[src/logic/ssw_pkg.sv]
package ssw_pkg;

    // register byte offsets
    localparam logic [11:0] SSW_CTRL_OFS   = 12'h000;
    localparam logic [11:0] SSW_STATUS_OFS = 12'h004;
    localparam logic [11:0] SSW_STBY_OFS   = 12'h008;
    localparam logic [11:0] SSW_RETRY_OFS  = 12'h00C;
    localparam logic [11:0] SSW_SETTLE_OFS = 12'h010;

    // control register fields
    localparam int SSW_CTRL_EN_BIT   = 0;
    localparam int SSW_CTRL_DIAG_BIT = 1;
    localparam int SSW_CTRL_HOLD_BIT = 2;
    localparam int SSW_CTRL_SEL_BIT  = 3;

    // timing, in microseconds, and cycles at 20 MHz
    localparam int SSW_CLK_MHZ            = 20;
    localparam int SSW_STBY_DELAY_US      = 1000;
    localparam int SSW_RETRY_US           = 2000;
    localparam int SSW_SETTLE_US          = 10;
    localparam logic [31:0] SSW_STBY_CYC  = 32'(SSW_STBY_DELAY_US * SSW_CLK_MHZ);
    localparam logic [31:0] SSW_RETRY_CYC = 32'(SSW_RETRY_US * SSW_CLK_MHZ);
    localparam logic [31:0] SSW_SETTLE_CYC = 32'(SSW_SETTLE_US * SSW_CLK_MHZ);

    localparam logic [31:0] SSW_ZERO_WORD = 32'h0000_0000;

    typedef enum logic [2:0] {
        SSW_ST_STANDBY_DELAY,
        SSW_ST_STANDBY,
        SSW_ST_DIAGNOSTIC,
        SSW_ST_ACTIVE,
        SSW_ST_FAULT
    } ssw_state_type;

    // analog-side fault events into the block
    typedef struct packed {
        logic thermal_shutdown;
        logic current_limit;
        logic open_load;
        logic ground_lost;
    } ssw_event_type;

    // control inputs the state machine acts on
    typedef struct packed {
        logic enable;
        logic diagnostic_enable;
        logic fault_hold;
        logic sense_select;
    } ssw_ctrl_type;

endpackage

[src/logic/ssw_mode_fsm.sv]
// What this block does
// [RULE1] Enable and diagnostic-enable both low sends the device to standby-delay.
// [RULE2] After the standby delay, both still low, move to standby.
// [RULE3] Standby draws least power and offers no diagnostics.
// [RULE4] Diagnostic state runs diagnostics with the output switch off.
// [RULE5] Active turns the switch on; diagnostics toggle independently.
// [RULE6] Thermal shutdown or current limit forces the fault state from active or diagnostic.
// [RULE7] Leave fault only when faults clear, hold low and retry timer expired.
// [RULE8] On leaving fault, switch on if enable high, else stay off.
// [RULE9] Lost ground turns the switch off; normal operation resumes afterwards.
// [RULE10] Reverse current is never flagged and changes nothing.
// [RULE11] Host samples sense only after the settle time following turn-on.
// [RULE12] Open-load flag clears on diagnostic-enable fall or enable rise.
// [RULE13] With switch on, only overcurrent or overtemperature are flagged.
// [RULE14] Standby delay and retry time are programmable values.
// [RULE15] A new fault in active or diagnostic wins over any other move.
`timescale 1ns/10ps
module ssw_mode_fsm
(
    // clock and reset
    input  wire logic                  core_clk,
    input  wire logic                  srst,
    // apb slave
    input  wire logic                  psel,
    input  wire logic                  penable,
    input  wire logic                  pwrite,
    input  wire logic [11:0]           paddr,
    input  wire logic [31:0]           pwdata,
    output logic                       pready,
    output logic                       pslverr,
    output logic [31:0]                prdata,
    // analog side events
    input  ssw_pkg::ssw_event_type     events,
    input  wire logic                  reverse_current,
    // power stage and sense
    output logic                       switch_on,
    output logic                       diag_active,
    output logic                       sense_output_en,
    output logic                       sense_fault_level,
    output logic                       sense_temperature,
    output logic                       sense_valid,
    output logic                       low_power
);
    import ssw_pkg::*;

    ssw_ctrl_type  ctrl;
    ssw_state_type state_reg;
    ssw_state_type state_next;
    logic [31:0]   stby_limit;
    logic [31:0]   retry_limit;
    logic [31:0]   settle_limit;
    logic [31:0]   status_word;
    logic          enable_d_reg;
    logic          diag_d_reg;
    logic          open_load_reg;
    logic          shutdown_fault;
    logic          stby_expired;
    logic          retry_expired;
    logic          settle_expired;
    logic          switch_next;
    logic          enable_rise;
    logic          diag_fall;
    logic          fault_detect;

    //////////////////////////////////////////////////////////////////////
    // register file

    ssw_apb_regs u_regs
    (
        .core_clk     (core_clk),
        .srst         (srst),
        .psel         (psel),
        .penable      (penable),
        .pwrite       (pwrite),
        .paddr        (paddr),
        .pwdata       (pwdata),
        .pready       (pready),
        .pslverr      (pslverr),
        .prdata       (prdata),
        .status_word  (status_word),
        .ctrl         (ctrl),
        .stby_limit   (stby_limit),
        .retry_limit  (retry_limit),
        .settle_limit (settle_limit)
    );

    assign status_word = {24'h00_0000, sense_valid, open_load_reg, shutdown_fault, switch_on,
                          1'b0, state_reg};

    //////////////////////////////////////////////////////////////////////
    // timers

    ssw_timer u_stby_timer
    (
        .core_clk (core_clk),
        .srst     (srst),
        .restart  (1'b0),
        .run      (state_reg == SSW_ST_STANDBY_DELAY),
        .limit    (stby_limit),        // RULE14
        .expired  (stby_expired)
    );

    ssw_timer u_retry_timer
    (
        .core_clk (core_clk),
        .srst     (srst),
        .restart  (shutdown_fault),    // retry counts from the last fault seen
        .run      (state_reg == SSW_ST_FAULT),
        .limit    (retry_limit),       // RULE14
        .expired  (retry_expired)
    );

    ssw_timer u_settle_timer
    (
        .core_clk (core_clk),
        .srst     (srst),
        .restart  (1'b0),
        .run      (switch_on),
        .limit    (settle_limit),
        .expired  (settle_expired)
    );

    //////////////////////////////////////////////////////////////////////
    // edges and fault detection

    // reverse current deliberately feeds nothing here
    assign shutdown_fault = events.thermal_shutdown || events.current_limit; // RULE6 RULE10
    assign enable_rise    = ctrl.enable && !enable_d_reg;
    assign diag_fall      = !ctrl.diagnostic_enable && diag_d_reg;

    always_ff @(posedge core_clk)
    begin
        if (srst)
        begin
            enable_d_reg <= 1'b0;
            diag_d_reg   <= 1'b0;
        end
        else
        begin
            enable_d_reg <= ctrl.enable;
            diag_d_reg   <= ctrl.diagnostic_enable;
        end
    end

    // open load only watched with switch off and diagnostics on; edges clear it
    always_ff @(posedge core_clk)
    begin
        if (srst)
        begin
            open_load_reg <= 1'b0;
        end
        else if (enable_rise || diag_fall)
        begin
            open_load_reg <= 1'b0; // RULE12
        end
        else if (ctrl.diagnostic_enable && !ctrl.enable && state_reg != SSW_ST_ACTIVE)
        begin
            open_load_reg <= events.open_load;
        end
        else if (switch_on)
        begin
            open_load_reg <= 1'b0; // RULE13
        end
    end

    //////////////////////////////////////////////////////////////////////
    // mode state machine

    always_comb
    begin
        state_next = state_reg;
        case (state_reg)
            SSW_ST_STANDBY_DELAY:
            begin
                if (ctrl.enable)
                    state_next = SSW_ST_ACTIVE;
                else if (ctrl.diagnostic_enable)
                    state_next = SSW_ST_DIAGNOSTIC;
                else if (stby_expired)
                    state_next = SSW_ST_STANDBY; // RULE2
            end
            SSW_ST_STANDBY:
            begin
                if (ctrl.enable)
                    state_next = SSW_ST_ACTIVE;
                else if (ctrl.diagnostic_enable)
                    state_next = SSW_ST_DIAGNOSTIC;
            end
            SSW_ST_DIAGNOSTIC:
            begin
                if (shutdown_fault)
                    state_next = SSW_ST_FAULT; // RULE15
                else if (ctrl.enable)
                    state_next = SSW_ST_ACTIVE;
                else if (!ctrl.diagnostic_enable)
                    state_next = SSW_ST_STANDBY_DELAY; // RULE1
            end
            SSW_ST_ACTIVE:
            begin
                if (shutdown_fault)
                    state_next = SSW_ST_FAULT; // RULE6 RULE15
                else if (!ctrl.enable && !ctrl.diagnostic_enable)
                    state_next = SSW_ST_STANDBY_DELAY; // RULE1
                else if (!ctrl.enable)
                    state_next = SSW_ST_DIAGNOSTIC;
            end
            SSW_ST_FAULT:
            begin
                if (!shutdown_fault && !ctrl.fault_hold && retry_expired) // RULE7
                begin
                    if (ctrl.enable)
                        state_next = SSW_ST_ACTIVE; // RULE8
                    else if (ctrl.diagnostic_enable)
                        state_next = SSW_ST_DIAGNOSTIC;
                    else
                        state_next = SSW_ST_STANDBY_DELAY;
                end
            end
            default:
            begin
                state_next = SSW_ST_STANDBY_DELAY;
            end
        endcase
    end

    always_ff @(posedge core_clk)
    begin
        if (srst)
            state_reg <= SSW_ST_STANDBY_DELAY;
        else
            state_reg <= state_next;
    end

    //////////////////////////////////////////////////////////////////////
    // outputs, all registered

    // ground loss overrides the switch without disturbing the mode
    assign switch_next  = (state_next == SSW_ST_ACTIVE) && !events.ground_lost; // RULE5 RULE8 RULE9
    assign fault_detect = (state_reg == SSW_ST_FAULT) || open_load_reg;

    always_ff @(posedge core_clk)
    begin
        if (srst)
        begin
            switch_on         <= 1'b0;
            diag_active       <= 1'b0;
            sense_output_en   <= 1'b0;
            sense_fault_level <= 1'b0;
            sense_temperature <= 1'b0;
            low_power         <= 1'b0;
        end
        else
        begin
            switch_on         <= switch_next;
            // diagnostic state keeps the switch off but diagnostics live
            diag_active       <= ctrl.diagnostic_enable && (state_next != SSW_ST_STANDBY)
                              && (state_next != SSW_ST_STANDBY_DELAY); // RULE3 RULE4 RULE5
            sense_output_en   <= ctrl.diagnostic_enable && (state_next != SSW_ST_STANDBY); // RULE3
            sense_fault_level <= ctrl.diagnostic_enable && !ctrl.sense_select && fault_detect; // RULE13
            sense_temperature <= ctrl.diagnostic_enable && ctrl.sense_select;
            low_power         <= state_next == SSW_ST_STANDBY; // RULE3
        end
    end

    // readiness hint for host sampling after turn-on settle
    always_ff @(posedge core_clk)
    begin
        if (srst)
            sense_valid <= 1'b0;
        else
            sense_valid <= switch_next && settle_expired; // RULE11
    end

endmodule // ssw_mode_fsm

[src/logic/ssw_timer.sv]
`timescale 1ns/10ps
module ssw_timer
(
    // clock and reset
    input  wire logic        core_clk,
    input  wire logic        srst,
    // control
    input  wire logic        restart,
    input  wire logic        run,
    input  wire logic [31:0] limit,
    // status
    output logic             expired
);
    import ssw_pkg::*;

    logic [31:0] count_reg;

    //////////////////////////////////////////////////////////////////////
    // counts while run; a restart reloads so a stale count never leaks
    always_ff @(posedge core_clk)
    begin
        if (srst || restart || !run)
        begin
            count_reg <= SSW_ZERO_WORD;
        end
        else if (count_reg < limit)
        begin
            count_reg <= count_reg + 32'h0000_0001;
        end
    end

    assign expired = run && !restart && (count_reg >= limit);

endmodule // ssw_timer

[src/logic/ssw_apb_regs.sv]
`timescale 1ns/10ps
module ssw_apb_regs
(
    // clock and reset
    input  wire logic                  core_clk,
    input  wire logic                  srst,
    // apb slave
    input  wire logic                  psel,
    input  wire logic                  penable,
    input  wire logic                  pwrite,
    input  wire logic [11:0]           paddr,
    input  wire logic [31:0]           pwdata,
    output logic                       pready,
    output logic                       pslverr,
    output logic [31:0]                prdata,
    // block side
    input  wire logic [31:0]           status_word,
    output ssw_pkg::ssw_ctrl_type      ctrl,
    output logic [31:0]                stby_limit,
    output logic [31:0]                retry_limit,
    output logic [31:0]                settle_limit
);
    import ssw_pkg::*;

    logic [3:0]  ctrl_reg;
    logic [31:0] stby_reg;
    logic [31:0] retry_reg;
    logic [31:0] settle_reg;
    logic        access;
    logic        mapped;

    assign access = psel && penable;
    assign mapped = (paddr == SSW_CTRL_OFS) || (paddr == SSW_STATUS_OFS) || (paddr == SSW_STBY_OFS)
                 || (paddr == SSW_RETRY_OFS) || (paddr == SSW_SETTLE_OFS);

    //////////////////////////////////////////////////////////////////////
    // zero wait state: pready answers in the access phase itself
    assign pready  = 1'b1;
    assign pslverr = access && !mapped;

    always_ff @(posedge core_clk)
    begin
        if (srst)
        begin
            ctrl_reg   <= 4'h0;
            stby_reg   <= SSW_STBY_CYC;
            retry_reg  <= SSW_RETRY_CYC;
            settle_reg <= SSW_SETTLE_CYC;
        end
        else if (access && pwrite)
        begin
            case (paddr)
                SSW_CTRL_OFS:   ctrl_reg   <= pwdata[3:0];
                SSW_STBY_OFS:   stby_reg   <= pwdata;
                SSW_RETRY_OFS:  retry_reg  <= pwdata;
                SSW_SETTLE_OFS: settle_reg <= pwdata;
                default:        ctrl_reg   <= ctrl_reg;
            endcase
        end
    end

    always_comb
    begin
        case (paddr)
            SSW_CTRL_OFS:   prdata = {28'h000_0000, ctrl_reg};
            SSW_STATUS_OFS: prdata = status_word;
            SSW_STBY_OFS:   prdata = stby_reg;
            SSW_RETRY_OFS:  prdata = retry_reg;
            SSW_SETTLE_OFS: prdata = settle_reg;
            default:        prdata = SSW_ZERO_WORD;
        endcase
    end

    assign ctrl.enable            = ctrl_reg[SSW_CTRL_EN_BIT];
    assign ctrl.diagnostic_enable = ctrl_reg[SSW_CTRL_DIAG_BIT];
    assign ctrl.fault_hold        = ctrl_reg[SSW_CTRL_HOLD_BIT];
    assign ctrl.sense_select      = ctrl_reg[SSW_CTRL_SEL_BIT];
    assign stby_limit             = stby_reg;
    assign retry_limit            = retry_reg;
    assign settle_limit           = settle_reg;

endmodule // ssw_apb_regs

[config.mk]
export PLATFORM = sky130hd
export DESIGN_NAME = ssw_mode_fsm
export DESIGN_NICKNAME = d
export VERILOG_FILES = /design/src/logic/ssw_pkg.sv /design/src/logic/ssw_mode_fsm.sv /design/src/logic/ssw_timer.sv /design/src/logic/ssw_apb_regs.sv
export SDC_FILE = /design/constraint.sdc
export NUM_CORES = 1
export LEC_CHECK = 0
export BUFFER_PORTS_ARGS = -buffer_cell sky130_fd_sc_hd__buf_2
export CAP_MARGIN = 20
export CORE_ASPECT_RATIO = 1.1
export CORE_UTILIZATION = 39
export DETAILED_ROUTE_END_ITERATION = 8
export PLACE_DENSITY = 0.63
export SYNTH_ARGS = -nofsm -noshare
export SYNTH_HDL_FRONTEND = slang
export SYNTH_SLANG_ARGS = --single-unit
[constraint.sdc]
create_clock -name core_clk -period 2.9 [get_ports core_clk]
set_clock_uncertainty 0.05 [all_clocks]
set_input_delay 0.435 -clock core_clk [delete_from_list [all_inputs] [get_ports core_clk]]
set_output_delay 0.435 -clock core_clk [all_outputs]
set_load 0.005 [all_outputs]
# Yosys cells after proc, flatten, opt, wreduce, memory -nomap -nowiden
# Cells that the tools add are included.
[op_classes] n_lt_le_gt_ge=6 reduce_logical=52 mux=18 eq_ne=12 n_addsub=3
[ops] op="32-bit one-hot mux with 5 select lines" count=1
[ops] op="32-bit by 1-bit adder with 32-bit output (second input constant)" count=3
[ops] op="32-bit >= comparator" count=3
[ops] op="32-bit less-than comparator" count=3
[ops] op="3-bit two-way mux" count=12
[ops] op="12-bit by 4-bit == test with 1-bit output (second input constant)" count=2
[ops] op="1-bit logical AND" count=21
[ops] op="3-bit one-hot mux with 5 select lines" count=1
[ops] op="12-bit by 3-bit == test with 1-bit output (second input constant)" count=1
[ops] op="12-bit by 5-bit == test with 1-bit output (second input constant)" count=1
[ops] op="12-bit logical NOT" count=1
[ops] op="1-bit logical NOT" count=11
[ops] op="1-bit logical OR" count=11
[ops] op="3-bit by 2-bit == test with 1-bit output (second input constant)" count=3
[ops] op="2-bit AND reduction" count=4
[ops] op="3-bit by 1-bit == test with 1-bit output (second input constant)" count=2
[ops] op="2-bit two-way mux" count=2
[ops] op="3-bit == test (second input constant)" count=1
[ops] op="3-bit logical NOT" count=1
[ops] op="3-bit by 1-bit inequality test with 1-bit output (second input constant)" count=1
[ops] op="3-bit by 2-bit inequality test with 1-bit output (second input constant)" count=1
[ops] op="3-bit nonzero test" count=1
[ops] op="1-bit two-way mux" count=2
[ops] op="2-bit nonzero test" count=1
[ops] op="2-bit OR reduction" count=1
[word_totals] reg_bits=209

# Logic depth before layout (Yosys ltp)
# Gate-level depths: netlist of run 1.
[logic_depth] ltp_word=10 mapped_depth=12 ltp_nobuf=9

# By module
# Synthesis of run 1 repeated with hierarchy kept, for this count alone.
[hier_totals] cells_unflattened=1487 area_unflattened_um2=12226.7
[modules_own_cells] module="ssw_timer" area_each_um2=2379.8 n_inst=3 cells_each=311
[modules_own_cells] module="ssw_apb_regs" area_each_um2=4598.2 n_inst=1 cells_each=504
[modules_own_cells] module="ssw_mode_fsm" area_each_um2=489.2 n_inst=1 cells_each=50

# Worst setup path after synthesis of run 1
# No wires, ideal clock.
[synth_timing] kind="register -> register" from="register u_regs.retry_reg[14], in the netlist u_regs.retry_limit[14]" to="register u_retry_timer.count_reg[10]" required_ps=2780 synth_period_minus_slack_ps=2828 path_buffers=2 path_slack_ps=72 arrival_time_ps=2708 stages_incl_launch_ff=12 path_cell_list="dfxtp_1 > inv_1 > ha_1 > a21oi_2 > nand2_1 > a221o_1 > o31a_1 > buf_6 > or3_1 > buf_2 > or4_1 > a21oi_1"
[synth_via] elab_chain_len=1
[synth_rtl] item="start: declaration" line_no="ssw_apb_regs.sv:27" source="logic [31:0] retry_reg;"
[synth_rtl] item="start signal: assignment" line_no="ssw_apb_regs.sv:55" source="SSW_RETRY_OFS: retry_reg <= pwdata;"
[synth_rtl] item="32-bit less-than comparator" line_no="ssw_timer.sv:26" source="else if (count_reg < limit)"
[synth_rtl] item="end signal: assignment" line_no="ssw_timer.sv:28" source="count_reg <= count_reg + 32'h0000_0001;"
[synth_rtl] item="end: declaration" line_no="ssw_timer.sv:16" source="logic [31:0] count_reg;"
# Every way passes these cells.
# A chain may end at the register's enable or synchronous reset.

# Worst setup path after layout of run 1
[layout_timing] from="register u_regs.retry_reg[7], in the netlist u_regs.retry_limit[7]" to="register u_retry_timer.count_reg[10]"
# The elaborated chain is that of the path after synthesis.

==> flow_metrics.tcl, run 1 <==
set metrics [dict create \
    drcViolationCount 1 \
    cp-start-kind "flop" \
    synth_edf_count 0 \
    syn_area_mm2 0.0117 \
    synth-main-ff-cell "dfxtp_1" \
    hold_viol 0 \
    gp_congestion 0.874 \
    synthCells 1502 \
    yosys_warnings 0 \
    min_path_type "in -> reg" \
    failed_checks "DRC" \
    post_synth_num_cell_types 58 \
    finalCritPeriodShare 0.963 \
    p_comb_frac 0.026 \
    syn_nets 1655 \
    grt_usage 0.227 \
    power.leakage_nw 5.28 \
    area_growth_pct 17.7 \
    io_pins 95 \
    ctsHoldBuffers 0 \
    cp-end-kind "flop" \
    final_nets 1765 \
    yosys-top-cells-count "nand2_1, dfxtp_1, a21oi_1, inv_1, ha_1" \
    seq_power_share 0.478 \
    required_ps 3290 \
    dieHeight_um 183 \
    async_reset_ff_frac 0 \
    netlist.area_leader.share 0.359 \
    switchingPower_mw 1.35 \
    rows 66 \
    clockBufferDepth 3 \
    swShare 0.225 \
    drv_cap 0 \
    vias 11111 \
    final_area_mm2 0.0137 \
    layout-drive-gt1-share 0.139 \
    drtPass1Iterations 8 \
    setup_violations 0 \
    nFillCells 2910 \
    crit_type "reg -> reg" \
    insertion_delay_ps 530 \
    slowest_stage "or4_1" \
    place_hpwl_mm 26.0 \
    cts_tree "built" \
    antenna_found_initial 0 \
    status "complete, but fails checks" \
    place_ws_ps -5.13 \
    dieArea_mm2 0.0306 \
    layout_setup_ws_ps 107 \
    yosys-top-cells-area "dfxtp_1, ha_1, nand2_1, a21oi_1, inv_1" \
    critPathMaxFanout 3 \
    start_util 0.395 \
    grt-ovfl-total 0 \
    cts_made_buffers 24 \
    grt_setup_unrepaired "false" \
    diodes 0 \
    grt_max_degree 49 \
    maxSlewViolCount 0 \
    viasPerCell 5.55 \
    drt_iter0_markers 810 \
    p_per_area_mw_per_mm2 439 \
    final_antenna_net_count 0 \
    post_dp_cell_area_mm2 0.0128 \
    crit_chain "inv_1, ha_1, a21oi_1, o21ai_0, a221o_1, o31a_1, or3_4, or4_1, a21oi_1" \
    vdd_drop_max_mv 0.367 \
    ys_ff_latch 209 \
    register_area_mm2 0.00419 \
    io_buffers 92 \
    cellInternalPower_mw 4.67 \
    core_mm2 0.0295 \
    p_clk_frac 0.496 \
    critPathTopFamily "compound AO/OA/AOI/OAI gates" \
    multiInputGateArea_mm2 0.00671 \
    post_drt_wl_per_cell_um 17.6 \
    layout_min_cycle_time_ps 2790 \
    critical_path.max_stage_delay_ps 500 \
    maxClockFrequency_ghz 0.358 \
    slew_headroom 0.635 \
    grt_pass1_vias 10300 \
    tightest_slew_ps 548 \
    wirelength_mm 35.2 \
    yosys.area.top_type "dfxtp_1" \
    grt_pass1_wl_mm 55.4 \
    yosysMostFrequentCell "nand2_1" \
    worst-endpoint-arrival_ps 3190 \
    yosysSeqAreaShare 0.359 \
    clockRootBuffer "clkbuf_16" \
    critPathMostFrequentCell "a21oi_1" \
    htreeDepth 1 \
    dieWidth_um 167 \
    clkTransAtPathRegs_ps 60 \
    synth.avg_cell_area_um2 7.76 \
    path_buf_inv 1 \
    cts.sinks 209 \
]
-- layout by cell type, fill, tap and decap left out, types with 5 or more instances in the layout --
| cell | instances |
|---|---|
| nand2_1 | 270 |
| dfxtp_1 | 205 |
| a21oi_1 | 173 |
| inv_1 | 142 |
| ha_1 | 98 |
| buf_2 | 92 |
| nor2_1 | 73 |
| buf_4 | 61 |
| nand4_1 | 49 |
| xnor2_1 | 39 |
| nand3_1 | 38 |
| o21ai_0 | 37 |
| nor4_1 | 26 |
| nor3_1 | 25 |
| clkbuf_16 | 25 |
| a222oi_1 | 24 |
| or3_1 | 21 |
| mux2i_1 | 20 |
| or4_1 | 19 |
| o211ai_1 | 16 |
| o31ai_1 | 15 |
| and3_1 | 13 |
| nor2b_1 | 11 |
| and4_1 | 10 |
| a21o_1 | 9 |
| nand3b_1 | 9 |
| clkinv_2 | 9 |
| and2_1 | 8 |
| nor3b_1 | 7 |
| clkbuf_8 | 7 |
| a221o_1 | 6 |
| nand2b_1 | 6 |
| buf_12 | 5 |
-- stage by stage --
step | hold slack [ps] | cells | TNS [ps] | power, mW | utilization
after floorplan | 383 | 1502 | 0 | 3.01 | -
after global placement | 405 | 1955 | 0 | 3.09 | 0.435
after detailed placement | 416 | 1955 | -7.19 | 3.10 | 0.435
after CTS | 108 | 1998 | 0 | 6.06 | 0.462
after global routing | 115 | 2003 | 0 | 6.22 | 0.465
final | 119 | 2003 | 0 | 6.02 | 0.465
-- cells by family (layout without fill, tap and decap cells) --
| group | after synthesis | count (layout) | synth area share |
|---|---|---|---|
| AND/OR/NAND/NOR | 597 | 597 | 0.247 |
| AO/OA/AOI/OAI | 318 | 318 | 0.169 |
| buffers and inverters | 219 | 346 | 0.0719 |
| flip-flops | 209 | 209 | 0.359 |
| adder cells (fa/ha/maj) | 99 | 99 | 0.106 |
| XOR/XNOR | 39 | 39 | 0.0293 |
| multiplexers | 20 | 20 | 0.0172 |
| other | 1 | 1 | 0.000322 |
-- worst reg2reg max path: cells and delay by family (launching register included) --
kind	cells	cell delay (ps)
AO/OA/AOI/OAI	5	1030
AND/OR/NAND/NOR	2	900
flip-flops	1	380
adder cells (fa/ha/maj)	1	300
buffers and inverters	1	60
-- per-layer routing --
metal | wire, um | part of all wire | track usage | vias up
met2 | 16900 | 0.48 | 0.389 | 336
li1 | - | - | - | 5513
met1 | 15200 | 0.43 | 0.295 | 5209
met3 | 2180 | 0.062 | 0.0343 | 53
met4 | 918 | 0.026 | 0.0681 | 0
met5 | 0 | 0 | 0 | -
-- worst paths after layout --
check	to	start	slack, ps	depth (start not counted)
setup / recovery	u_retry_timer.count_reg[10]$_SDFFE_PP0P_	u_regs.retry_limit[7]$_SDFFE_PP0P_	110	9
hold / removal	u_regs.stby_limit[20]$_SDFFE_PP0P_	pwdata[20]	120	3
setup reg to reg	u_retry_timer.count_reg[10]$_SDFFE_PP0P_	u_regs.retry_limit[7]$_SDFFE_PP0P_	110	9
hold reg to reg	u_regs.retry_limit[14]$_SDFFE_PP0P_	u_regs.retry_limit[14]$_SDFFE_PP0P_	420	2
-- repair_timing --
action                                  in CTS  in global routing
gates resized for setup                      1                 17
setup buffers                                0                  4
endpoints found under the setup margin       6                 30
pin swaps                                    0                  7
endpoints found under the hold margin        0                  0
-- power groups by stage --
stage	clock (mW)	combinational [mW]	sequential [mW]
2_1_floorplan	0	0.0663	2.94
6_report	2.99	0.157	2.88
5_1_grt	3.17	0.170	2.88
4_1_cts	3.03	0.153	2.88
3_5_place_dp	0	0.152	2.94
3_3_place_gp	0	0.150	2.94
-- area by class of cell --
class                      count  share of cell area
sequential                   209               0.306
multi-input combinational   1074               0.489
inverter                     143              0.0391
timing repair buffer         160              0.0756
clock inverter                 9             0.00328
clock buffer                  34              0.0532
tap                          374              0.0341
Power figures use the tool's default switching activity.
==> inputs of run 2 (changes only) <==
--- a/config.mk
+++ b/config.mk
@@ -11,6 +11,7 @@
 export CORE_UTILIZATION = 39
 export DETAILED_ROUTE_END_ITERATION = 8
 export PLACE_DENSITY = 0.63
+export RECOVER_POWER = 100
 export SYNTH_ARGS = -nofsm -noshare
 export SYNTH_HDL_FRONTEND = slang
 export SYNTH_SLANG_ARGS = --single-unit
==> run 2 against run 1 <==
Effect of this change:
- global-route usage did not move
- the run still ends with DRC left
- largest power group unchanged
- count of clock-buffer cells in the layout unchanged
- critical endpoint unchanged
- die area did not move
- via count is 0.28% lower
- hold slack got worse by 0.72 ps
- flip-flop and latch count did not move
==> flow_metrics.tcl, run 2 (same netlist as run 1, synthesis figures left out) <==
set metrics [dict create \
    status "complete, but fails checks" \
    failed_checks "DRC" \
    viasPerCell 5.53 \
    fin_util 0.463 \
    dieHeight_um 183 \
    final_common_cell "nand2_1" \
    clkTransAtPathRegs_ps 60 \
    layout-drive-gt1-share 0.131 \
    diodes 0 \
    grt_pass1_wl_mm 55.4 \
    cts_made_buffers 24 \
    worst-endpoint-arrival_ps 3180 \
    vias 11080 \
    drtPass1Iterations 9 \
    path_buf_inv 1 \
    critPathTopFamily "compound AO/OA/AOI/OAI gates" \
    layout_min_cycle_time_ps 2790 \
    core_mm2 0.0295 \
    critical_path.max_stage_delay_ps 500 \
    nFillCells 2917 \
    antenna_found_initial 0 \
    slew_headroom 0.436 \
    cp-end-kind "flop" \
    final_antenna_net_count 0 \
    grt_max_degree 49 \
    power.leakage_nw 5.22 \
    min_path_type "in -> reg" \
    reg2reg_depth 9 \
    wirelength_mm 35.2 \
    grt_pass1_vias 10300 \
    dieWidth_um 167 \
    crit_chain "inv_1, ha_1, a21oi_1, o21ai_0, a221o_1, o31a_1, or3_4, or4_1, a21oi_1" \
    drcViolationCount 1 \
    hold_viol 0 \
    start_util 0.395 \
    io_pins 95 \
    final_cells 2003 \
    slowest_stage "or4_1" \
    rows 66 \
    maxSlewViolCount 0 \
    tightest_slew_ps 845 \
    cts_tree "built" \
    final_area_mm2 0.0137 \
    crit_type "reg -> reg" \
    post_drt_wl_per_cell_um 17.6 \
    io_buffers 92 \
    area_growth_pct 17.2 \
    p_per_area_mw_per_mm2 441 \
    post_dp_cell_area_mm2 0.0128 \
    final_nets 1765 \
    final_cell_mix "nand2_1, dfxtp_1, a21oi_1" \
    grt-ovfl-total 0 \
    drv_cap 0 \
    finalCritPeriodShare 0.961 \
    clockBufferDepth 3 \
    drt_iter0_markers 754 \
    htreeDepth 1 \
    dieArea_mm2 0.0306 \
    required_ps 3290 \
    maxClockFrequency_ghz 0.359 \
    vdd_drop_max_mv 0.368 \
    holdPathStages 3 \
    cts.sinks 209 \
    grt_setup_unrepaired "false" \
    setup_violations 0 \
    clockRootBuffer "clkbuf_16" \
    critPathMaxFanout 3 \
    crit_cells 9 \
    insertion_delay_ps 520 \
    place_inst 1955 \
    grt_usage 0.227 \
    gp_congestion 0.874 \
    critPathMostFrequentCell "a21oi_1" \
    place_hpwl_mm 26.0 \
    cp-start-kind "flop" \
]
==> run 2: cell count changes in the layout (fill, tap and decap cells not counted) <==
cell,previous run,this run
clkbuf_1,2,15
buf_4,61,52
buf_2,92,86
and2_0,0,3
and2_1,8,5
clkbuf_2,0,3
buf_12,5,4
nor2_1,73,74
nor2_2,1,0
==> run 2: layout make-up <==
class                           instances  area (um2)  share of cell area
Multi-Input combinational cell       1074        6710               0.491
Timing Repair Buffer                  160         983              0.0720
Tap cell                              374         468              0.0343
Inverter                              143         537              0.0393
Sequential cell                       209        4190               0.307
Clock inverter                          9        45.0             0.00330
Clock buffer                           34         729              0.0534
==> run 2: where the power goes <==
part	total [mW]	leakage [nW]	switching (mW)	internal, mW
clock network	2.99	0.396	1.25	1.74
logic	0.156	3.14	0.102	0.0540
registers	2.88	1.68	0.00458	2.87
==> run 2: timing repair <==
item | in CTS | in global routing
setup endpoints to repair | 6 | 30
hold endpoints to repair | 0 | 0
setup buffers | 0 | 4
gates resized for setup | 1 | 17
pin swaps | 0 | 7
hold buffers | 0 | 0
==> run 2: stage by stage <==
step | hold slack (ps) | setup TNS [ps] | power, mW | setup WS (ps)
after floorplan | 383 | 0 | 3.01 | 72.0
after global placement | 405 | 0 | 3.09 | 48.3
after global routing | 115 | 0 | 6.22 | 4.83
final | 118 | 0 | 6.02 | 114
after CTS | 108 | 0 | 6.06 | 11.4
after detailed placement | 416 | -7.19 | 3.10 | -5.13
==> run 2: worst paths after layout <==
check,from,slack (ps),end
worst max-delay path,u_regs.retry_limit[7]$_SDFFE_PP0P_,110,u_retry_timer.count_reg[10]$_SDFFE_PP0P_
worst min-delay path,pwdata[20],120,u_regs.stby_limit[20]$_SDFFE_PP0P_
worst max register to register,u_regs.retry_limit[7]$_SDFFE_PP0P_,110,u_retry_timer.count_reg[10]$_SDFFE_PP0P_
worst min register to register,u_regs.retry_limit[14]$_SDFFE_PP0P_,420,u_regs.retry_limit[14]$_SDFFE_PP0P_
==> run 2: worst register-to-register path, delay by kind of cell (launching register included) <==
kind / cells / cell delay, ps
flops: 1 / 370
simple gates: 2 / 900
fa+ha+maj: 1 / 300
buf+inv: 1 / 60
compound gates: 5 / 1030
==> run 2: per-layer routing <==
layer,global-route usage,vias to the layer above,wire [um]
li1,-,5515,-
met1,0.295,5169,15200
met2,0.389,343,16800
met3,0.0343,53,2280
met4,0.0681,0,923
met5,0,-,0
==> inputs of run 3 (changes only) <==
--- a/config.mk
+++ b/config.mk
@@ -7,7 +7,6 @@
 export LEC_CHECK = 0
 export BUFFER_PORTS_ARGS = -buffer_cell sky130_fd_sc_hd__buf_2
 export CAP_MARGIN = 20
-export CORE_ASPECT_RATIO = 1.1
 export CORE_UTILIZATION = 39
 export DETAILED_ROUTE_END_ITERATION = 8
 export PLACE_DENSITY = 0.63
==> run 3 against run 2 <==
Effect of this change:
- the run now ends clean
- wire length decreased by 0.48%
- count of clock-buffer cells in the layout increased by 2
- register-to-register slack about the same
- first-iteration DRC count increased by 38%
- maximum frequency decreased by 1.2%
- die area about the same
- final area increased by 0.89%
- flip-flop and latch count unchanged
- critical endpoint is now prdata[31]
==> flow_metrics.tcl, run 3 (same netlist as run 1, synthesis figures left out) <==
set metrics [dict create \
    status "finished clean" \
    dieArea_mm2 0.0306 \
    grt_max_degree 63 \
    cp-start-kind "primary input" \
    place_ws_ps 60.8 \
    holdWs_ps 125 \
    maxSlewViolCount 0 \
    maxClockFrequency_ghz 0.355 \
    cts_tree "built" \
    layout_setup_ws_ps 80.2 \
    min_path_type "in -> reg" \
    post_drt_wl_per_cell_um 17.4 \
    htreeDepth 1 \
    required_ps 2410 \
    insertion_delay_ps 520 \
    reg2reg_depth 10 \
    ctsHoldBuffers 0 \
    finalPower_mw 6.29 \
    place_hpwl_mm 25.9 \
    rows 62 \
    grt_setup_unrepaired "true" \
    r2r_end "u_stby_timer.count_reg[31]$_SDFFE_PP0P_" \
    crit_type "in -> out" \
    layout_min_cycle_time_ps 2820 \
    drtPass1Iterations 8 \
    wirelength_mm 35.0 \
    layout-drive-gt1-share 0.133 \
    slew_headroom 0.112 \
    core_mm2 0.0290 \
    viasPerCell 5.54 \
    timing.rr.start "u_regs.stby_limit[11]$_SDFFE_PP1P_" \
    cts.sinks 209 \
    endpoint "prdata[31]" \
    grt_pass1_vias 10421 \
    route.met3.wl_mm 1.94 \
    met2_length_mm 15.8 \
    worst-endpoint-arrival_ps 2330 \
    final_nets 1763 \
    clkTransAtPathRegs_ps 60 \
    final_cell_mix "nand2_1, dfxtp_1, a21oi_1" \
    vias 11150 \
    final_antenna_net_count 0 \
    finalCritPeriodShare 0.972 \
    area_growth_pct 18.3 \
    fin_util 0.475 \
    dieHeight_um 175 \
    dieWidth_um 175 \
    critPathMaxFanout 34 \
    start_util 0.402 \
    tightest_slew_ps 1330 \
    vdd_drop_max_mv 0.434 \
    p_per_area_mw_per_mm2 457 \
    io_pins 95 \
    drcViolationCount 0 \
    final_common_cell "nand2_1" \
    nFillCells 2910 \
    hold_viol 0 \
    antenna_found_initial 1 \
    cp-end-kind "output pin" \
    io_buffers 92 \
    setup_violations 0 \
    drv_cap 0 \
    drt_iter0_markers 1044 \
    wl_met1_mm 16.3 \
    grt_usage 0.226 \
    regToRegSetupSlack_ps 100 \
    grt-ovfl-total 0 \
    grt_pass1_wl_mm 55.8 \
    routed.top_layer "met4" \
    cp-startpoint "paddr[7]" \
    gp_congestion 0.911 \
    clockBufferDepth 3 \
    power.leakage_nw 5.26 \
    cts_made_buffers 25 \
    clockRootBuffer "clkbuf_16" \
]
run 3: changes by cell type in the layout (fill, tap and decap cells not counted), sizes merged:
cell	before	now
bufinv	0	3
clkinvlp	0	1
diode	0	1
buf	143	141
clkinv	10	4
dlymetal6s2s	0	1
run 3: timing repair:
action / 4_1_cts / 5_1_grt
setup buffers: 0 / 3
gates resized for setup: 0 / 26
endpoints found under the setup margin: 0 / 29
run 3: through the flow:
step / cells / instance area, um2 / setup TNS (ps)
finish: 2011 / 13800 / 0
CTS: 2007 / 13700 / 0
floorplan: 1502 / 11700 / 0
global route: 2011 / 13800 / -323
global placement: 1963 / 12900 / 0
detailed placement: 1964 / 12900 / 0
run 3: worst min-delay path by stage:
stage	from	to	cells after the start
2_1_floorplan	u_regs.ctrl_reg[3]$_SDFFE_PP0P_	sense_fault_level$_SDFF_PP0_	1
6_report	pwdata[20]	u_regs.retry_limit[20]$_SDFFE_PP0P_	3
3_3_place_gp	u_regs.settle_limit[15]$_SDFFE_PP0P_	u_regs.settle_limit[15]$_SDFFE_PP0P_	2
3_5_place_dp	u_regs.retry_limit[28]$_SDFFE_PP0P_	u_regs.retry_limit[28]$_SDFFE_PP0P_	2
4_1_cts	srst	u_regs.retry_limit[0]$_SDFFE_PP0P_	2
5_1_grt	pwdata[20]	u_regs.retry_limit[20]$_SDFFE_PP0P_	3
run 3: where the power goes:
part	internal [mW]	switching (mW)
Combinational	0.0539	0.105
Clock	2.01	1.24
Sequential	2.87	0.00451
run 3: layer usage:
layer	GRT usage	vias to the layer above
li1	-	5508
met2	0.363	316
met1	0.315	5274
met5	0	-
met3	0.0307	52
met4	0.0663	0
run 3: layout make-up:
type                       instances  area [um2]  share of cell area
antenna                            1        2.50            0.000182
clock buffer                      36         737              0.0535
clock inverter                     7         113             0.00817
inverter                         143         537              0.0390
multi-input combinational       1074        6740               0.489
sequential                       209        4190               0.304
tap                              384         480              0.0349
timing repair buffer             157         981              0.0712
run 3: critical path, stage by stage:
cell and delay [ps]:
buf_2 100, nor4_1 260, nand3_1 210, nor4b_1 570, buf_12 290, a222oi_1 140
inv_1 160, buf_2 150
